--- src/logic/cal_ctrl_pkg.sv ---
// constants for the converter core calibration control block
//
// Contract
// - done flag reads 1 when core calibration finished, 0 while in progress; the code keeps it at 1 through a run whose start is taken in the finish cycle.
// - bypass bit set skips calibration after power-up; clear calibrates after power-up. Reset clears bypass, so power-up always calibrates.
// - differential select chooses differential (1) or single-ended (0) calibration.
// - access enable gates software access to done, bypass, differential, start bits.
// - writing 1 to start begins one cycle; hardware clears it afterwards.
// - bits 14..12 and 6..4 read zero and ignore writes.
// - reset clears done flags and all writable control bits.
package cal_ctrl_pkg;
  localparam int ADDR_W = 4;
  localparam int DATA_W = 16;
  localparam logic [ADDR_W-1:0] CAL_CTRL_ADDR = 4'h0;
  localparam logic [ADDR_W-1:0] IRQ_STATUS_ADDR = 4'h1;
  localparam logic [ADDR_W-1:0] IRQ_MASK_ADDR = 4'h2;
  // field positions inside one core's byte
  localparam int START_BIT = 0;
  localparam int ENABLE_BIT = 1;
  localparam int DIFF_BIT = 2;
  localparam int BYPASS_BIT = 3;
  localparam int DONE_BIT = 7;
  localparam int CORE_LANE_W = 8;
  localparam logic [7:0] WRITE_MASK = 8'h0f;
  localparam int CAL_CYCLES = 16;
  localparam int CNT_W = 5;
  localparam logic [CNT_W-1:0] CNT_ZERO = 5'h00;
  localparam logic [CNT_W-1:0] CNT_ONE = 5'h01;
  localparam logic [DATA_W-1:0] ZERO16 = 16'h0000;
  localparam logic [1:0] IRQ_ZERO = 2'h0;
  typedef enum logic [1:0] {
    ENG_IDLE = 2'b00,
    ENG_RUN = 2'b01,
    ENG_DONE = 2'b10
  } eng_state_t;
endpackage

--- src/logic/adc_core_calibration_ctrl.sv ---
// calibration control register and status for two dedicated converter cores
//
// The address map and the plain strobed port were decided locally.
`timescale 1ns/1ps
`default_nettype none
module adc_core_calibration_ctrl (
  input wire logic i_clock,
  input wire logic i_rst_n,
  input wire logic [cal_ctrl_pkg::ADDR_W-1:0] i_addr,
  input wire logic [cal_ctrl_pkg::DATA_W-1:0] i_wdata,
  input wire logic i_wr,
  input wire logic i_rd,
  output logic [cal_ctrl_pkg::DATA_W-1:0] o_rdata,
  output logic [1:0] o_cal_busy,
  output logic [1:0] o_cal_diff_mode,
  output logic o_irq
);
  typedef struct packed {
    logic [1:0] done;
    logic [1:0] bypass;
    logic [1:0] diff;
    logic [1:0] enable;
    logic [1:0] start;
    logic [1:0] irq_status;
    logic [1:0] irq_mask;
    logic [cal_ctrl_pkg::DATA_W-1:0] rdata;
  } regs_t;
  regs_t s_q;
  regs_t s_d;

  logic [1:0] pu_start;
  logic [1:0] eng_start;
  logic [1:0] eng_finish;
  logic [1:0] eng_busy;
  logic wr_ctrl;
  logic wr_clr;
  logic wr_mask;
  logic [cal_ctrl_pkg::DATA_W-1:0] ctrl_view;

  assign wr_ctrl = i_wr && (i_addr == cal_ctrl_pkg::CAL_CTRL_ADDR);
  assign wr_clr = i_wr && (i_addr == cal_ctrl_pkg::IRQ_STATUS_ADDR);
  assign wr_mask = i_wr && (i_addr == cal_ctrl_pkg::IRQ_MASK_ADDR);

  ////////////////////////////////////////////////////////////////////////////
  // per core engines and power-up requests

  genvar g;
  generate
    for (g = 0; g < 2; g++) begin : g_core
      power_up_start u_pu (
        .i_clock(i_clock),
        .i_rst_n(i_rst_n),
        .i_bypass(s_q.bypass[g]),
        .o_start(pu_start[g])
      );
      // engine takes a start only when idle; the start bit stays set until then
      assign eng_start[g] = (s_q.start[g] || pu_start[g]) && !eng_busy[g];
      cal_engine u_eng (
        .i_clock(i_clock),
        .i_rst_n(i_rst_n),
        .i_start(eng_start[g]),
        .i_diff(s_q.diff[g]),
        .o_busy(eng_busy[g]),
        .o_finish(eng_finish[g]),
        .o_diff_mode(o_cal_diff_mode[g])
      );
    end
  endgenerate

  ////////////////////////////////////////////////////////////////////////////
  // register view: disabled cores show zero, unused bits read zero

  always_comb begin
    int c;
    c = 0;
    ctrl_view = cal_ctrl_pkg::ZERO16;
    for (c = 0; c < 2; c++) begin
      if (s_q.enable[c]) begin
        ctrl_view[c*cal_ctrl_pkg::CORE_LANE_W + cal_ctrl_pkg::DONE_BIT] =
          s_q.done[c];
        ctrl_view[c*cal_ctrl_pkg::CORE_LANE_W + cal_ctrl_pkg::BYPASS_BIT] =
          s_q.bypass[c];
        ctrl_view[c*cal_ctrl_pkg::CORE_LANE_W + cal_ctrl_pkg::DIFF_BIT] =
          s_q.diff[c];
        ctrl_view[c*cal_ctrl_pkg::CORE_LANE_W + cal_ctrl_pkg::START_BIT] =
          s_q.start[c];
      end
      ctrl_view[c*cal_ctrl_pkg::CORE_LANE_W + cal_ctrl_pkg::ENABLE_BIT] =
        s_q.enable[c];
    end
  end

  ////////////////////////////////////////////////////////////////////////////
  // next state

  always_comb begin
    int c;
    logic en_new;
    c = 0;
    en_new = 1'b0;
    s_d = s_q;
    s_d.rdata = cal_ctrl_pkg::ZERO16;
    for (c = 0; c < 2; c++) begin
      // start clears once the engine has taken it
      if (eng_start[c]) begin
        s_d.start[c] = 1'b0;
        s_d.done[c] = 1'b0;
      end
      if (eng_finish[c]) begin
        s_d.done[c] = 1'b1;
      end
      if (wr_ctrl) begin
        en_new = i_wdata[c*cal_ctrl_pkg::CORE_LANE_W
                         + cal_ctrl_pkg::ENABLE_BIT];
        s_d.enable[c] = en_new;
        // writes to the gated bits land only while access is enabled
        if (s_q.enable[c]) begin
          s_d.bypass[c] = i_wdata[c*cal_ctrl_pkg::CORE_LANE_W
                                  + cal_ctrl_pkg::BYPASS_BIT];
          s_d.diff[c] = i_wdata[c*cal_ctrl_pkg::CORE_LANE_W
                                + cal_ctrl_pkg::DIFF_BIT];
          // writing zero never aborts a pending start
          if (i_wdata[c*cal_ctrl_pkg::CORE_LANE_W
                      + cal_ctrl_pkg::START_BIT]) begin
            s_d.start[c] = 1'b1;
          end
        end
      end
      // events set sticky status; a set wins over a same-cycle clear
      if (wr_clr && i_wdata[c]) begin
        s_d.irq_status[c] = 1'b0;
      end
      if (eng_finish[c]) begin
        s_d.irq_status[c] = 1'b1;
      end
    end
    if (wr_mask) begin
      s_d.irq_mask = i_wdata[1:0];
    end
    if (i_rd) begin
      case (i_addr)
        cal_ctrl_pkg::CAL_CTRL_ADDR: s_d.rdata = ctrl_view;
        cal_ctrl_pkg::IRQ_STATUS_ADDR:
          s_d.rdata = {14'h0000, s_q.irq_status};
        cal_ctrl_pkg::IRQ_MASK_ADDR:
          s_d.rdata = {14'h0000, s_q.irq_mask};
        default: s_d.rdata = cal_ctrl_pkg::ZERO16;
      endcase
    end
  end

  always_ff @(posedge i_clock or negedge i_rst_n) begin
    if (!i_rst_n) begin
      s_q <= '0;
    end else begin
      s_q <= s_d;
    end
  end

  assign o_rdata = s_q.rdata;
  assign o_cal_busy = eng_busy;
  assign o_irq = |(s_q.irq_status & s_q.irq_mask);

  ////////////////////////////////////////////////////////////////////////////
  // checks

  AST_DONE_SET: assert property (@(posedge i_clock) disable iff (!i_rst_n)
    eng_finish[0] |=> s_q.done[0])
    else $error("done flag not set on completion");
  AST_DONE_LOW_BUSY: assert property (@(posedge i_clock) disable iff (!i_rst_n)
    $rose(eng_busy[1]) |-> !s_q.done[1])
    else $error("done flag high during calibration");
  AST_START_SELF_CLEAR: assert property (@(posedge i_clock)
    disable iff (!i_rst_n)
    eng_start[0] |=> !s_q.start[0] || eng_busy[0])
    else $error("start bit not cleared");
  AST_START_BEGINS: assert property (@(posedge i_clock) disable iff (!i_rst_n)
    (s_q.start[0] && !eng_busy[0]) |=> eng_busy[0] ##18 s_q.done[0])
    else $error("start did not run one cycle");
  AST_GATED_WRITE: assert property (@(posedge i_clock) disable iff (!i_rst_n)
    (wr_ctrl && !s_q.enable[0]) |=> s_q.bypass[0] == $past(s_q.bypass[0]))
    else $error("write landed while access disabled");
  AST_GATED_READ: assert property (@(posedge i_clock) disable iff (!i_rst_n)
    (i_rd && i_addr == cal_ctrl_pkg::CAL_CTRL_ADDR && !s_q.enable[1])
      |=> o_rdata[15:8] == (8'h02 & {6'h00, $past(s_q.enable[1]), 1'b0}))
    else $error("disabled core bits visible");
  AST_UNUSED_ZERO: assert property (@(posedge i_clock) disable iff (!i_rst_n)
    $past(i_rd) |-> (o_rdata[14:12] == 3'h0 && o_rdata[6:4] == 3'h0))
    else $error("unused bits read nonzero");
  AST_IRQ_LEVEL: assert property (@(posedge i_clock) disable iff (!i_rst_n)
    (eng_finish[0] && s_q.irq_mask[0]) |=> o_irq)
    else $error("interrupt missing");
  AST_RESET_CLEAR: assert property (@(posedge i_clock)
    $rose(i_rst_n) |-> (s_q.done == 2'h0 && s_q.start == 2'h0
      && s_q.enable == 2'h0))
    else $error("state not cleared by reset");
endmodule
`default_nettype wire

--- src/logic/cal_engine.sv ---
// calibration engine model driving one converter core
`timescale 1ns/1ps
`default_nettype none
module cal_engine (
  input wire logic i_clock,
  input wire logic i_rst_n,
  input wire logic i_start,
  input wire logic i_diff,
  output logic o_busy,
  output logic o_finish,
  output logic o_diff_mode
);
  typedef struct packed {
    cal_ctrl_pkg::eng_state_t st;
    logic [cal_ctrl_pkg::CNT_W-1:0] cnt;
    logic diff;
    logic fin;
  } eng_t;
  eng_t s_q;
  eng_t s_d;

  always_comb begin
    s_d = s_q;
    s_d.fin = 1'b0;
    case (s_q.st)
      cal_ctrl_pkg::ENG_IDLE: begin
        if (i_start) begin
          s_d.st = cal_ctrl_pkg::ENG_RUN;
          s_d.cnt = cal_ctrl_pkg::CNT_W'(cal_ctrl_pkg::CAL_CYCLES);
          s_d.diff = i_diff;
        end
      end
      cal_ctrl_pkg::ENG_RUN: begin
        s_d.cnt = s_q.cnt - cal_ctrl_pkg::CNT_ONE;
        if (s_q.cnt == cal_ctrl_pkg::CNT_ONE) begin
          s_d.st = cal_ctrl_pkg::ENG_DONE;
        end
      end
      cal_ctrl_pkg::ENG_DONE: begin
        s_d.fin = 1'b1;
        s_d.st = cal_ctrl_pkg::ENG_IDLE;
      end
      default: s_d.st = cal_ctrl_pkg::ENG_IDLE;
    endcase
  end

  always_ff @(posedge i_clock or negedge i_rst_n) begin
    if (!i_rst_n) begin
      s_q <= '0;
    end else begin
      s_q <= s_d;
    end
  end

  assign o_busy = (s_q.st != cal_ctrl_pkg::ENG_IDLE);
  assign o_finish = s_q.fin;
  assign o_diff_mode = s_q.diff;

  AST_RUN_LENGTH: assert property (@(posedge i_clock) disable iff (!i_rst_n)
    (s_q.st == cal_ctrl_pkg::ENG_IDLE && i_start) |-> ##18 s_q.fin)
    else $error("calibration length wrong");
  AST_DIFF_HELD: assert property (@(posedge i_clock) disable iff (!i_rst_n)
    (s_q.st == cal_ctrl_pkg::ENG_IDLE && i_start) |=> o_diff_mode == $past(i_diff))
    else $error("differential mode not captured");
endmodule
`default_nettype wire

--- src/logic/power_up_start.sv ---
// one-shot start request issued once after reset release
`timescale 1ns/1ps
`default_nettype none
module power_up_start (
  input wire logic i_clock,
  input wire logic i_rst_n,
  input wire logic i_bypass,
  output logic o_start
);
  typedef struct packed {
    logic seen;
    logic pulse;
  } pu_t;
  pu_t s_q;
  pu_t s_d;
  always_comb begin
    s_d = s_q;
    s_d.pulse = 1'b0;
    if (!s_q.seen) begin
      s_d.seen = 1'b1;
      s_d.pulse = !i_bypass;
    end
  end
  always_ff @(posedge i_clock or negedge i_rst_n) begin
    if (!i_rst_n) begin
      s_q <= '0;
    end else begin
      s_q <= s_d;
    end
  end
  assign o_start = s_q.pulse;
  AST_BYPASS_NO_START: assert property (@(posedge i_clock) disable iff (!i_rst_n)
    ($rose(s_q.seen) && $past(i_bypass)) |-> !o_start)
    else $error("power-up calibration despite bypass");
endmodule
`default_nettype wire

--- config.mk ---
export PLATFORM = sky130hd
export DESIGN_NAME = adc_core_calibration_ctrl
export DESIGN_NICKNAME = d
export VERILOG_FILES = /design/src/logic/cal_ctrl_pkg.sv /design/src/logic/adc_core_calibration_ctrl.sv /design/src/logic/cal_engine.sv /design/src/logic/power_up_start.sv
export SDC_FILE = /design/constraint.sdc
export NUM_CORES = 1
export LEC_CHECK = 0
export ABC_CLOCK_PERIOD_IN_PS = 1600
export BUFFER_PORTS_ARGS = -buffer_cell sky130_fd_sc_hd__buf_2
export CAP_MARGIN = 10
export CORE_AREA = 2 2 68 70
export CTS_CLUSTER_DIAMETER = 50
export DETAILED_ROUTE_END_ITERATION = 10
export DIE_AREA = 0 0 70 72
export PLACE_DENSITY = 0.74
export SLEW_MARGIN = 40
export SYNTH_ARGS = -nofsm -noshare
export SYNTH_HDL_FRONTEND = slang
export SYNTH_HIERARCHICAL = 1
export SYNTH_SLANG_ARGS = --single-unit
--- constraint.sdc ---
create_clock -name i_clock -period 1.6 [get_ports i_clock]
set_clock_uncertainty 0.05 [all_clocks]
set_input_delay 0.08 -clock i_clock [delete_from_list [all_inputs] [get_ports i_clock]]
set_output_delay 0.08 -clock i_clock [all_outputs]
set_load 0.02 [all_outputs]
==> results by group, run 1 <==
Logic synthesis
  – Complex-gate fraction of the synthesized area: between 6 and 7%
  – Synth cell types: 34
  – Post-Synthesis Cell Area: about 2000 sq um
  – Post-synthesis sequential area ratio: between 50% and 60%
  – Simple-Gate Fraction of Synth Area: a little under a fifth
  – Synth Area in XOR/XNOR: 0%
  – Synth warn: 6
  – Largest family of logic cells by synthesized area: simple AND/OR/NAND/NOR gates
  – Post-Synth Adder-Cell Area: 2.47%
  – #FFs+latches synth: 46
  – Mux share of post-synthesis cell area: 7.42%
  – Mapped Cells: roughly 170
  – Syn avg cell area: about 12 sq um

Place
  – Pre-CTS setup slack: about 0.018 ns
  – Routability cong.: about 0.75
  – Port Buffer Count: 30
  – Post-DP HPWL: roughly 2.4 mm

Pwr
  – Peak supply drop: roughly 0.66 mV
  – Leakage: approximately 1.2 nW
  – Cell Pwr Density: between 1000 and 1500 nW/um^2
  – PnR Total Power: 3.68 mW

Route
  – Final antenna-violating net count: 0
  – WL/cell: approximately 13 um
  – Detailed Route Iter0 Violations: 69
  – DRC: 0
  – Total wire length: about 3.5 mm
  – Avg Vias per Cell: slightly below 5
  – Initial DRT Pass Iterations: 4
  – Routed via count: ~1300

Critical path
  – Worst Path Max Fanout: 2
  – Worst Path Arrival: around 1.7 ns
  – Worst R2R Setup Slack: 0.008 ns
  – Setup CP Type: register to register
  – Startpoint Class: register
  – Worst EP required: between 1.5 and 2 ns
  – Worst r2r path cells: 4
  – Crit Reg-Reg Endpoint: g_core[1].u_eng/o_diff_mode$_DFFE_PN0P_
  – Worst r2r src: g_core[1].u_eng/s_q[7]$_DFFE_PN0P_
  – Crit path capture type: register

Floorplanning
  – I/O pins: 45
  – Chip Width: roughly 70 um
  – CORE AREA: between 4000 and 5000 sq um
  – Die ar.: approximately 5000 sq um
  – Initial Utilization: between 40% and 50%
  – Core Rows: 24
  – Vert. Die Dim: around 70 um

Run status
  – Status: complete, no violations

GRT
  – GR Util All Layers: 14.6%
  – First-pass GRT wire length: approximately 5.8 mm
  – Largest net degree at the start of global routing: 30
  – Number of global-route vias before repair: approximately 1300
  – Antenna violations before repair: 0
  – Grt total ovfl: 0

STA
  – Final worst setup slack: around 0.0076 ns
  – RSZ-0062 raised after global routing: true
  – Hold Fails Final Rpt: 0
  – Final setup vio count: 0
  – Period minus WS final: 1.59 ns
  – Hold Slack: around 0.0061 ns
  – Fin crit share: roughly 100%
  – Pins over their slew limit: 0
  – Fmax achieved: 0.628 GHz

Final layout
  – Fin nets: 239
  – Area of the multi-input gates: ~780 sq um
  – Layout cell share with drive strength beyond 1: 36.3%
  – Synth-to-layout area growth: 22.1%
  – Diodes inserted: 0
  – Fillers: approximately 370
  – Commonest non-fill, non-tap cell in the layout: dfrtp_1
  – Most frequent cells in the layout: dfrtp_1, buf_2, dlygate4sd3_1, conb_1
  – FF+latch area: 1150 sq um

Clock tree
  – Clock root buffer: clkbuf_8
  – Later-pin clock latency in the skew report: about 0.3 ns
  – Cts bufs inserted: 5
  – Post-CTS setup buffer count: 0
  – Clock Tree Buf Depth: 2
  – # clock sinks: 46
  – CTS tree: yes
  – H-tree levels: 2
  – Clock transition at path regs: 0.08 ns

Min path
  – Hold_sp: i_wdata[1]
  – Hold Crit Depth: 2
  – Hold Path Class: primary input to register
  – Hold Path Sink: s_q[17]$_DFFE_PN0P_

Run
  – Max_cap viols: 0
==> area by class of cell <==
| cell class | instances | share of cell area, % |
|---|---|---|
| Timing Repair Buffer | 50 | 14.0 |
| Tap cell | 52 | 2.63 |
| Clock buffer | 5 | 2.78 |
| Clock inverter | 3 | 1.82 |
| Sequential cell | 46 | 46.6 |
| Inverter | 4 | 0.608 |
| Multi-Input combinational cell | 104 | 31.5 |
==> state kept, by name, indices dropped and copies added (netlist names) <==
| signal | cells |
|---|---|
| ctrl_view | 2 |
| g_core.u_eng/o_diff_mode | 2 |
| g_core.u_eng/o_finish | 2 |
| g_core.u_eng/s_q | 14 |
| g_core.u_pu/o_start | 2 |
| g_core.u_pu/s_q | 2 |
| o_rdata | 10 |
| s_q | 12 |
==> worst max-delay path, cell delays in order, from the launching register on <==
cell and delay, ns:
dfrtp_1 0.39, or2_4 0.27, nor2_4 0.08, or3b_4 0.39, mux2_4 0.30
==> logic make-up (layout without fill, tap and decap cells) <==
family | Yosys count | after routing
flip-flops | 46 | 46
other | 3 | 8
buffers and inverters | 22 | 62
AO/OA/AOI/OAI | 20 | 20
AND/OR/NAND/NOR | 59 | 59
adder cells (fa/ha/maj) | 4 | 4
multiplexers | 13 | 13
==> layer usage <==
| layer | track usage (%) | wire length [um] |
|---|---|---|
| met5 | 0 | 0 |
| met4 | 6.41 | 15 |
| met3 | 3.61 | 146 |
| met2 | 25.5 | 1790 |
| met1 | 17.2 | 1500 |
==> worst max path at each step <==
stage | endpoint | cells after the start | from | slack [ns]
global placement | g_core[1].u_eng/s_q[2]$_DFFE_PN0P_ | 6 | g_core[1].u_eng/s_q[8]$_DFFE_PN0P_ | 0.008
finish | g_core[1].u_eng/o_diff_mode$_DFFE_PN0P_ | 4 | g_core[1].u_eng/s_q[7]$_DFFE_PN0P_ | 0.008
detailed placement | g_core[0].u_eng/s_q[2]$_DFFE_PN0P_ | 6 | g_core[0].u_eng/s_q[8]$_DFFE_PN0P_ | 0.02
CTS | g_core[1].u_eng/s_q[4]$_DFFE_PN0P_ | 6 | g_core[1].u_eng/s_q[8]$_DFFE_PN0P_ | 0.006
global route | g_core[1].u_eng/o_diff_mode$_DFFE_PN0P_ | 4 | g_core[1].u_eng/s_q[7]$_DFFE_PN0P_ | -0.04
floorplan | g_core[0].u_eng/o_diff_mode$_DFFE_PN0P_ | 5 | g_core[0].u_eng/s_q[8]$_DFFE_PN0P_ | -0.08
==> through the flow <==
| stage | setup TNS [ns] | cell area (sq um) | instances | utilization (%) |
|---|---|---|---|---|
| after floorplan | -0.166 | 2050 | 172 | - |
| after global placement | 0 | 2210 | 247 | 51.9 |
| after detailed placement | 0 | 2210 | 247 | 51.9 |
| after CTS | 0 | 2420 | 264 | 56.8 |
| after global routing | -0.159 | 2470 | 264 | 58.0 |
| final | 0 | 2470 | 264 | 58.0 |
==> power breakdown <==
| group | switching (mW) | internal (mW) | total [mW] |
|---|---|---|---|
| clock network | 0.391 | 0.464 | 0.855 |
| registers | 0.236 | 1.44 | 1.68 |
| logic | 0.562 | 0.578 | 1.14 |
==> what timing repair did <==
| item | 4_1_cts | 5_1_grt |
|---|---|---|
| endpoints found under the setup margin | 3 | 10 |
| hold buffers | 9 | 0 |
| endpoints found under the hold margin | 25 | 0 |
| pin swaps | 0 | 2 |
| resized for setup | 2 | 16 |
==> cell usage after synthesis <==
| cell type | count | area (sq um) |
|---|---|---|
| a21o_1 | 2 | 15.0 |
| a21oi_1 | 2 | 10.0 |
| a22o_1 | 3 | 26.3 |
| a22oi_1 | 1 | 7.51 |
| and2_1 | 7 | 43.8 |
| and2b_2 | 4 | 35.0 |
| and3_2 | 2 | 15.0 |
| and3_4 | 2 | 22.5 |
| buf_4 | 16 | 120 |
| buf_6 | 2 | 22.5 |
| conb_1 | 3 | 11.3 |
| dfrtp_1 | 46 | 1150 |
| ha_1 | 4 | 50.1 |
| inv_1 | 4 | 15.0 |
| mux2_1 | 4 | 45.0 |
| mux2_2 | 4 | 45.0 |
| mux2_4 | 2 | 30.0 |
| mux2i_1 | 3 | 30.0 |
| nand2_1 | 5 | 18.8 |
| nand2b_1 | 4 | 25.0 |
| nand3_1 | 10 | 50.1 |
| nand3b_1 | 2 | 15.0 |
| nand4_1 | 2 | 12.5 |
| nor2_1 | 7 | 26.3 |
| nor2b_1 | 2 | 12.5 |
| nor4_1 | 2 | 12.5 |
| nor4_4 | 1 | 21.3 |
| nor4b_1 | 2 | 17.5 |
| o21ai_0 | 8 | 40.0 |
| o21ai_1 | 2 | 10.0 |
| o31ai_1 | 2 | 15.0 |
| or2_2 | 3 | 18.8 |
| or3b_1 | 2 | 17.5 |
| or4_1 | 2 | 15.0 |
Note: power is estimated with default switching activity, not from simulation.
==> run 2: changes to the inputs <==
--- a/config.mk
+++ b/config.mk
@@ -13,6 +13,7 @@
 export DETAILED_ROUTE_END_ITERATION = 10
 export DIE_AREA = 0 0 70 72
 export PLACE_DENSITY = 0.74
+export REMOVE_ABC_BUFFERS = 1
 export SLEW_MARGIN = 40
 export SYNTH_ARGS = -nofsm -noshare
 export SYNTH_HDL_FRONTEND = slang
==> results by group, run 2 (synthesized netlist as in run 1, its figures left out) <==
Pwr
  – Cell Pwr Density: 1460 nW/um^2 (was 1490 nW/um^2)
  – Leakage: 1.24 nW (about the same)
  – PnR Total Power: 3.56 mW (was 3.68 mW)
  – Peak supply drop: 0.764 mV (was 0.659 mV)

Critical path
  – CP Cell Sequence: or2_4, nor2_2, or3b_4, mux2_4 (was or2_4, nor2_4, or3b_4, mux2_4)
  – Worst Setup SP: g_core[0].u_eng/s_q[7]$_DFFE_PN0P_ (was g_core[1].u_eng/s_q[7]$_DFFE_PN0P_)
  – Worst r2r src: g_core[0].u_eng/s_q[7]$_DFFE_PN0P_ (was g_core[1].u_eng/s_q[7]$_DFFE_PN0P_)
  – Crit path capture type: register (unchanged)
  – Worst EP required: 1.74 ns (was 1.73 ns)
  – Setup CP Type: register to register (unchanged)
  – Slowest stage cell on the critical path: or3b_4 (was dfrtp_1)
  – Startpoint Class: register (unchanged)
  – Worst Path Arrival: 1.70 ns (was 1.73 ns)
  – CP delay by family, top: simple AND/OR/NAND/NOR gates (unchanged)
  – Max incr delay on CP: 0.40 ns (was 0.39 ns)
  – Worst Path Max Fanout: 2 (unchanged)
  – Buf+Inv Stages, Crit Path: 0 (unchanged)

STA
  – Fmax achieved: 0.638 GHz (was 0.628 GHz)
  – Hold Fails Final Rpt: 0 (unchanged)
  – Pins over their slew limit: 0 (unchanged)
  – RSZ-0062 raised after global routing: true (unchanged)
  – Final setup vio count: 0 (unchanged)
  – Final worst setup slack: 0.0324 ns (was 0.00764 ns)
  – Slew margin rel.: 61.3%
  – Fin crit share: 98.0% (was 99.5%)
  – Period minus WS final: 1.57 ns (was 1.59 ns)
  – Worst-Margin Slew: between 0.5 and 0.6 ns

Run status
  – Status: complete, no violations (unchanged)

Clock tree
  – # clock sinks: 46 (unchanged)
  – Clock Tree Buf Depth: 2 (unchanged)
  – Clock transition at path regs: 0.09 ns (was 0.08 ns)
  – Later-pin clock latency in the skew report: 0.30 ns (about the same)
  – H-tree levels: 2 (unchanged)
  – Cts bufs inserted: 5 (unchanged)
  – CTS tree: yes (unchanged)
  – Clock root buffer: clkbuf_8 (unchanged)

Floorplanning
  – CORE AREA: 4260 sq um (unchanged)
  – Core Rows: 24 (unchanged)
  – Die ar.: 5040 sq um (unchanged)
  – I/O pins: 45 (unchanged)
  – Chip Width: 70 um (unchanged)
  – Initial Utilization: 47.4% (unchanged)
  – Vert. Die Dim: 72 um (unchanged)

Min path
  – Hold Path Class: primary input to register (unchanged)
  – Hold_sp: i_addr[1] (was i_wdata[1])

Route
  – Initial DRT Pass Iterations: 4 (unchanged)
  – Avg Vias per Cell: 4.93 (was 4.95)
  – Detailed Route Iter0 Violations: 49 (was 69)
  – Final antenna-violating net count: 0 (unchanged)
  – Routed via count: 1316 (was 1307)
  – DRC: 0 (unchanged)
  – Total wire length: 3.50 mm (was 3.45 mm)
  – WL/cell: 13.1 um (about the same)

Final layout
  – Largest reg by FF count: g_core.u_eng/s_q (unchanged)
  – Fin nets: 242 (was 239)
  – Final instance area: 2450 sq um (was 2470 sq um)
  – Fillers: 377 (was 369)
  – Diodes inserted: 0 (unchanged)
  – Most frequent cells in the layout: dfrtp_1, buf_2, buf_4, dlygate4sd3_1, conb_1 (was dfrtp_1, buf_2, dlygate4sd3_1, conb_1)
  – Max FFs per register: 14 (unchanged)
  – Commonest non-fill, non-tap cell in the layout: dfrtp_1 (unchanged)
  – Synth-to-layout area growth: 21.0% (was 22.1%)
  – Layout cell share with drive strength beyond 1: 35.3% (was 36.3%)

Place
  – Post-DP HPWL: 2.25 mm (was 2.43 mm)
  – Port Buffer Count: 30 (unchanged)
  – Routability cong.: 0.732 (was 0.753)
  – Cell Area, Placed: 2190 sq um (was 2210 sq um)
  – Pre-CTS setup slack: -0.0599 ns (was 0.0182 ns)

Run
  – Max_cap viols: 0 (unchanged)

GRT
  – Largest net degree at the start of global routing: 47 (was 30)
  – Grt total ovfl: 0 (unchanged)
  – GR Util All Layers: 14.5% (was 14.6%)
  – First-pass GRT wire length: 5.65 mm (was 5.82 mm)
  – Number of global-route vias before repair: 1253 (was 1336)
  – Antenna violations before repair: 0 (unchanged)
[run 2: tightest hold or removal path, stage by stage]
cell     delay, ns
buf_2         0.13
or2_2         0.12
a21oi_1       0.05
[run 2: per-stage QoR]
step | instances | utilization (%) | hold slack, ns | TNS (ns)
floorplan | 154 | - | -0.266 | -0.676
global placement | 246 | 51.3 | 0.148 | -0.183
detailed placement | 246 | 51.3 | 0.154 | -0.373
CTS | 265 | 56.5 | 0.0501 | 0
global route | 267 | 57.4 | 0.0712 | -0.0788
finish | 267 | 57.4 | 0.0607 | 0
[run 2: path summary, 6_finish.rpt]
check                      cells past startpoint                                 endpoint  slack [ns]
max                                            4  g_core[0].u_eng/o_diff_mode$_DFFE_PN0P_        0.03
min                                            3                     o_rdata[1]$_DFF_PN0_        0.06
max reg2reg                                    4  g_core[0].u_eng/o_diff_mode$_DFFE_PN0P_        0.03
min reg2reg                                    1         g_core[0].u_pu/o_start$_DFF_PN0_        0.35
max in group asynchronous                      3                      s_q[18]$_DFFE_PN0P_        0.76
min in group asynchronous                      3       g_core[0].u_eng/s_q[7]$_DFFE_PN0P_        0.34
[run 2: area by class of cell]
cell class | count | area, sq um | area share [%]
sequential | 46 | 1150 | 47.0
tap | 52 | 65.1 | 2.66
inverter | 4 | 15.0 | 0.613
multi-input combinational | 104 | 766 | 31.3
clock inverter | 2 | 12.5 | 0.511
timing repair buffer | 53 | 355 | 14.5
clock buffer | 6 | 82.6 | 3.37
[run 2: metal layers]
layer	track usage [%]	wire length [um]	up-vias
met1	18.0	1570	635
met4	7.69	72	0
li1	-	-	648
met2	23.5	1720	26
met5	0	0	-
met3	3.89	133	7
[run 2: timing repair]
| action | in CTS | in global routing |
|---|---|---|
| hold buffers | 10 | 0 |
| buffers inserted | 1 | 2 |
| endpoints found under the setup margin | 10 | 9 |
| endpoints found under the hold margin | 57 | 0 |
| gates resized for setup | 7 | 8 |
| pin swaps | 2 | 0 |
[run 2: power breakdown]
part	switching, mW	leakage (nW)	internal, mW
sequential	0.234	0.595	1.44
clock	0.397	0.0472	0.348
combinational	0.550	0.595	0.591
==> run 3: changes to the inputs <==
--- a/config.mk
+++ b/config.mk
@@ -8,11 +8,13 @@
 export ABC_CLOCK_PERIOD_IN_PS = 1600
 export BUFFER_PORTS_ARGS = -buffer_cell sky130_fd_sc_hd__buf_2
 export CAP_MARGIN = 10
-export CORE_AREA = 2 2 68 70
+export CELL_PAD_IN_SITES_DETAIL_PLACEMENT = 0
+export CELL_PAD_IN_SITES_GLOBAL_PLACEMENT = 1
+export CORE_AREA = 2 2 76 78
 export CTS_CLUSTER_DIAMETER = 50
 export DETAILED_ROUTE_END_ITERATION = 10
-export DIE_AREA = 0 0 70 72
-export PLACE_DENSITY = 0.74
+export DIE_AREA = 0 0 78 80
+export PLACE_DENSITY_LB_ADDON = 0.1
 export REMOVE_ABC_BUFFERS = 1
 export SLEW_MARGIN = 40
 export SYNTH_ARGS = -nofsm -noshare
==> results by group, run 3 (synthesized netlist as in run 1, its figures left out) <==
Critical path
  – Startpoint Class: register (unchanged)
  – Worst Path Max Fanout: 2 (unchanged)
  – Worst Path Arrival: 1.71 ns (was 1.70 ns)
  – Worst EP required: 1.73 ns (was 1.74 ns)
  – Worst r2r path cells: 4 (unchanged)
  – Crit Reg-Reg Endpoint: g_core[1].u_eng/o_diff_mode$_DFFE_PN0P_ (was g_core[0].u_eng/o_diff_mode$_DFFE_PN0P_)
  – Setup CP Type: register to register (unchanged)
  – Crit path capture type: register (unchanged)
  – Worst r2r src: g_core[1].u_eng/s_q[7]$_DFFE_PN0P_ (was g_core[0].u_eng/s_q[7]$_DFFE_PN0P_)
  – Worst R2R Setup Slack: 0.03 ns (about the same)

Route
  – Routed via count: 1319 (was 1316)
  – Final antenna-violating net count: 0 (unchanged)
  – Avg Vias per Cell: 4.63 (was 4.93)
  – Detailed Route Iter0 Violations: 40 (was 49)
  – Total wire length: 3.58 mm (was 3.50 mm)
  – Initial DRT Pass Iterations: 4 (unchanged)
  – DRC: 0 (unchanged)
  – WL/cell: 12.6 um (was 13.1 um)

Pwr
  – Part of the power in the clock network: 20.6% (was 20.9%)
  – Sequential Power Share: 48.0% (was 47.1%)
  – Logic pwr share: 31.4% (was 32.0%)
  – Peak supply drop: 0.526 mV (was 0.764 mV)
  – Switching Fraction: 32.6% (was 33.1%)
  – Cell Pwr Density: 1440 nW/um^2 (was 1460 nW/um^2)
  – Pint: 2.36 mW (was 2.38 mW)
  – Net Sw Power: 1.14 mW (was 1.18 mW)
  – Leakage: 1.22 nW (was 1.24 nW)

STA
  – Hold Slack: 0.00905 ns (was 0.0607 ns)
  – Final setup vio count: 0 (unchanged)
  – Pins over their slew limit: 0 (unchanged)
  – Period minus WS final: 1.57 ns (about the same)
  – Setup TNS: 0 ns (unchanged)
  – Worst-Margin Slew: 0.638 ns (was 0.580 ns)
  – Fmax achieved: 0.635 GHz (was 0.638 GHz)
  – Slew margin rel.: 57.5% (was 61.3%)
  – RSZ-0062 raised after global routing: true (unchanged)
  – Fin crit share: 98.4% (was 98.0%)
  – Hold Fails Final Rpt: 0 (unchanged)

Run
  – Max_cap viols: 0 (unchanged)

Min path
  – Hold_sp: i_rd (was i_addr[1])
  – Hold Crit Depth: 3 (unchanged)
  – Hold Path Sink: o_rdata[0]$_DFF_PN0_ (was o_rdata[1]$_DFF_PN0_)
  – Hold Path Class: primary input to register (unchanged)

GRT
  – First-pass GRT wire length: 6.00 mm (was 5.65 mm)
  – Largest net degree at the start of global routing: 30 (was 47)
  – Antenna violations before repair: 0 (unchanged)
  – Number of global-route vias before repair: 1304 (was 1253)
  – GR Util All Layers: 12.5% (was 14.5%)
  – Grt total ovfl: 0 (unchanged)

Clock tree
  – Later-pin clock latency in the skew report: 0.29 ns (was 0.30 ns)
  – # clock sinks: 46 (unchanged)
  – CTS tree: yes (unchanged)
  – Clock root buffer: clkbuf_8 (unchanged)
  – Cts bufs inserted: 5 (unchanged)
  – H-tree levels: 2 (unchanged)
  – Clock transition at path regs: 0.08 ns (was 0.09 ns)
  – Clock Tree Buf Depth: 2 (unchanged)

Final layout
  – Area of the multi-input gates: 748 sq um (was 766 sq um)
  – Fillers: 535 (was 377)
  – Max FFs per register: 14 (unchanged)
  – FF+latch area: 1150 sq um (unchanged)
  – Layout cell share with drive strength beyond 1: 33.8% (was 35.3%)
  – Largest reg by FF count: g_core.u_eng/s_q (unchanged)
  – Most frequent cells in the layout: dfrtp_1, buf_2, buf_4, nand3_1 (was dfrtp_1, buf_2, buf_4, dlygate4sd3_1, conb_1)
  – Commonest non-fill, non-tap cell in the layout: dfrtp_1 (unchanged)
  – Diodes inserted: 0 (unchanged)
  – Fin nets: 240 (was 242)
  – Synth-to-layout area growth: 20.2% (was 21.0%)

Place
  – Post-DP HPWL: 2.59 mm (was 2.25 mm)
  – Routability cong.: 0.786 (was 0.732)
  – Port Buffer Count: 30 (unchanged)

Floorplanning
  – I/O pins: 45 (unchanged)
  – CORE AREA: 5410 sq um (was 4260 sq um)
  – Initial Utilization: 37.4% (was 47.4%)
  – Vert. Die Dim: 80 um (was 72 um)
  – Die ar.: 6240 sq um (was 5040 sq um)
  – Core Rows: 27 (was 24)
  – Chip Width: 78 um (was 70 um)

Run status
  – Status: complete, no violations (unchanged)
run 3: changes by cell type in the layout (fill, tap and decap cells not counted), sizes merged:
cell,delta
clkbuf,+1
dlygate4sd3,-2
clkinvlp,-1
run 3: worst max path at each step:
stage	startpoint	to	cells past startpoint
after floorplan	g_core[0].u_eng/s_q[7]$_DFFE_PN0P_	g_core[0].u_eng/o_diff_mode$_DFFE_PN0P_	4
after global placement	g_core[1].u_eng/s_q[7]$_DFFE_PN0P_	g_core[1].u_eng/s_q[4]$_DFFE_PN0P_	6
after detailed placement	g_core[1].u_eng/s_q[7]$_DFFE_PN0P_	g_core[1].u_eng/s_q[4]$_DFFE_PN0P_	6
after CTS	g_core[1].u_eng/s_q[7]$_DFFE_PN0P_	g_core[1].u_eng/o_diff_mode$_DFFE_PN0P_	4
after global routing	g_core[0].u_eng/s_q[8]$_DFFE_PN0P_	g_core[0].u_eng/s_q[4]$_DFFE_PN0P_	6
final	g_core[1].u_eng/s_q[7]$_DFFE_PN0P_	g_core[1].u_eng/o_diff_mode$_DFFE_PN0P_	4
run 3: layout make-up:
cell class              instances  share of cell area, %
well taps                      72                   3.71
repair buffers                 51                   13.8
clock inverters                 1                  0.206
clock buffers                   7                   3.55
inverters                       4                  0.618
multi-input cells             104                   30.8
flip-flops and latches         46                   47.3
run 3: critical path: stages (launching register included):
cell and delay, ns:
dfrtp_1 0.39, or2_4 0.25, nor2_2 0.07, or3b_4 0.39, mux2_4 0.30
run 3: repair_timing:
item / CTS / global route
hold buffers: 8 / 0
pin swaps: 2 / 1
setup endpoints to repair: 10 / 9
buffers inserted: 1 / 2
resized for setup: 6 / 6
endpoints found under the hold margin: 34 / 0
run 3: through the flow:
step           instance area (sq um)  power [mW]  utilization [%]  worst slack (ns)  cells
2_1_floorplan                   1900        2.29                -            -0.186    154
3_3_place_gp                    2210        2.64             41.0           -0.0518    266
3_5_place_dp                    2210        2.68             41.0           -0.0902    266
4_1_cts                         2410        3.50             44.6            0.0132    283
5_1_grt                         2430        3.75             45.0           -0.0181    285
6_report                        2430        3.50             45.0            0.0252    285
run 3: power groups by stage:
stage | clock network (mW) | logic (mW) | registers, mW
finish | 0.720 | 1.10 | 1.68
CTS | 0.755 | 1.07 | 1.68
global placement | 0 | 0.963 | 1.68
detailed placement | 0 | 0.988 | 1.70
floorplan | 0 | 0.623 | 1.67
global route | 0.793 | 1.23 | 1.72
run 3: routing by layer:
metal / vias up / GRT usage (%) / share of wire (%)
li1: 643 / - / -
met2: 24 / 21.5 / 49
met1: 647 / 14.6 / 45
met4: 0 / 5.26 / 1.6
met3: 5 / 3.51 / 4.4
met5: - / 0 / 0
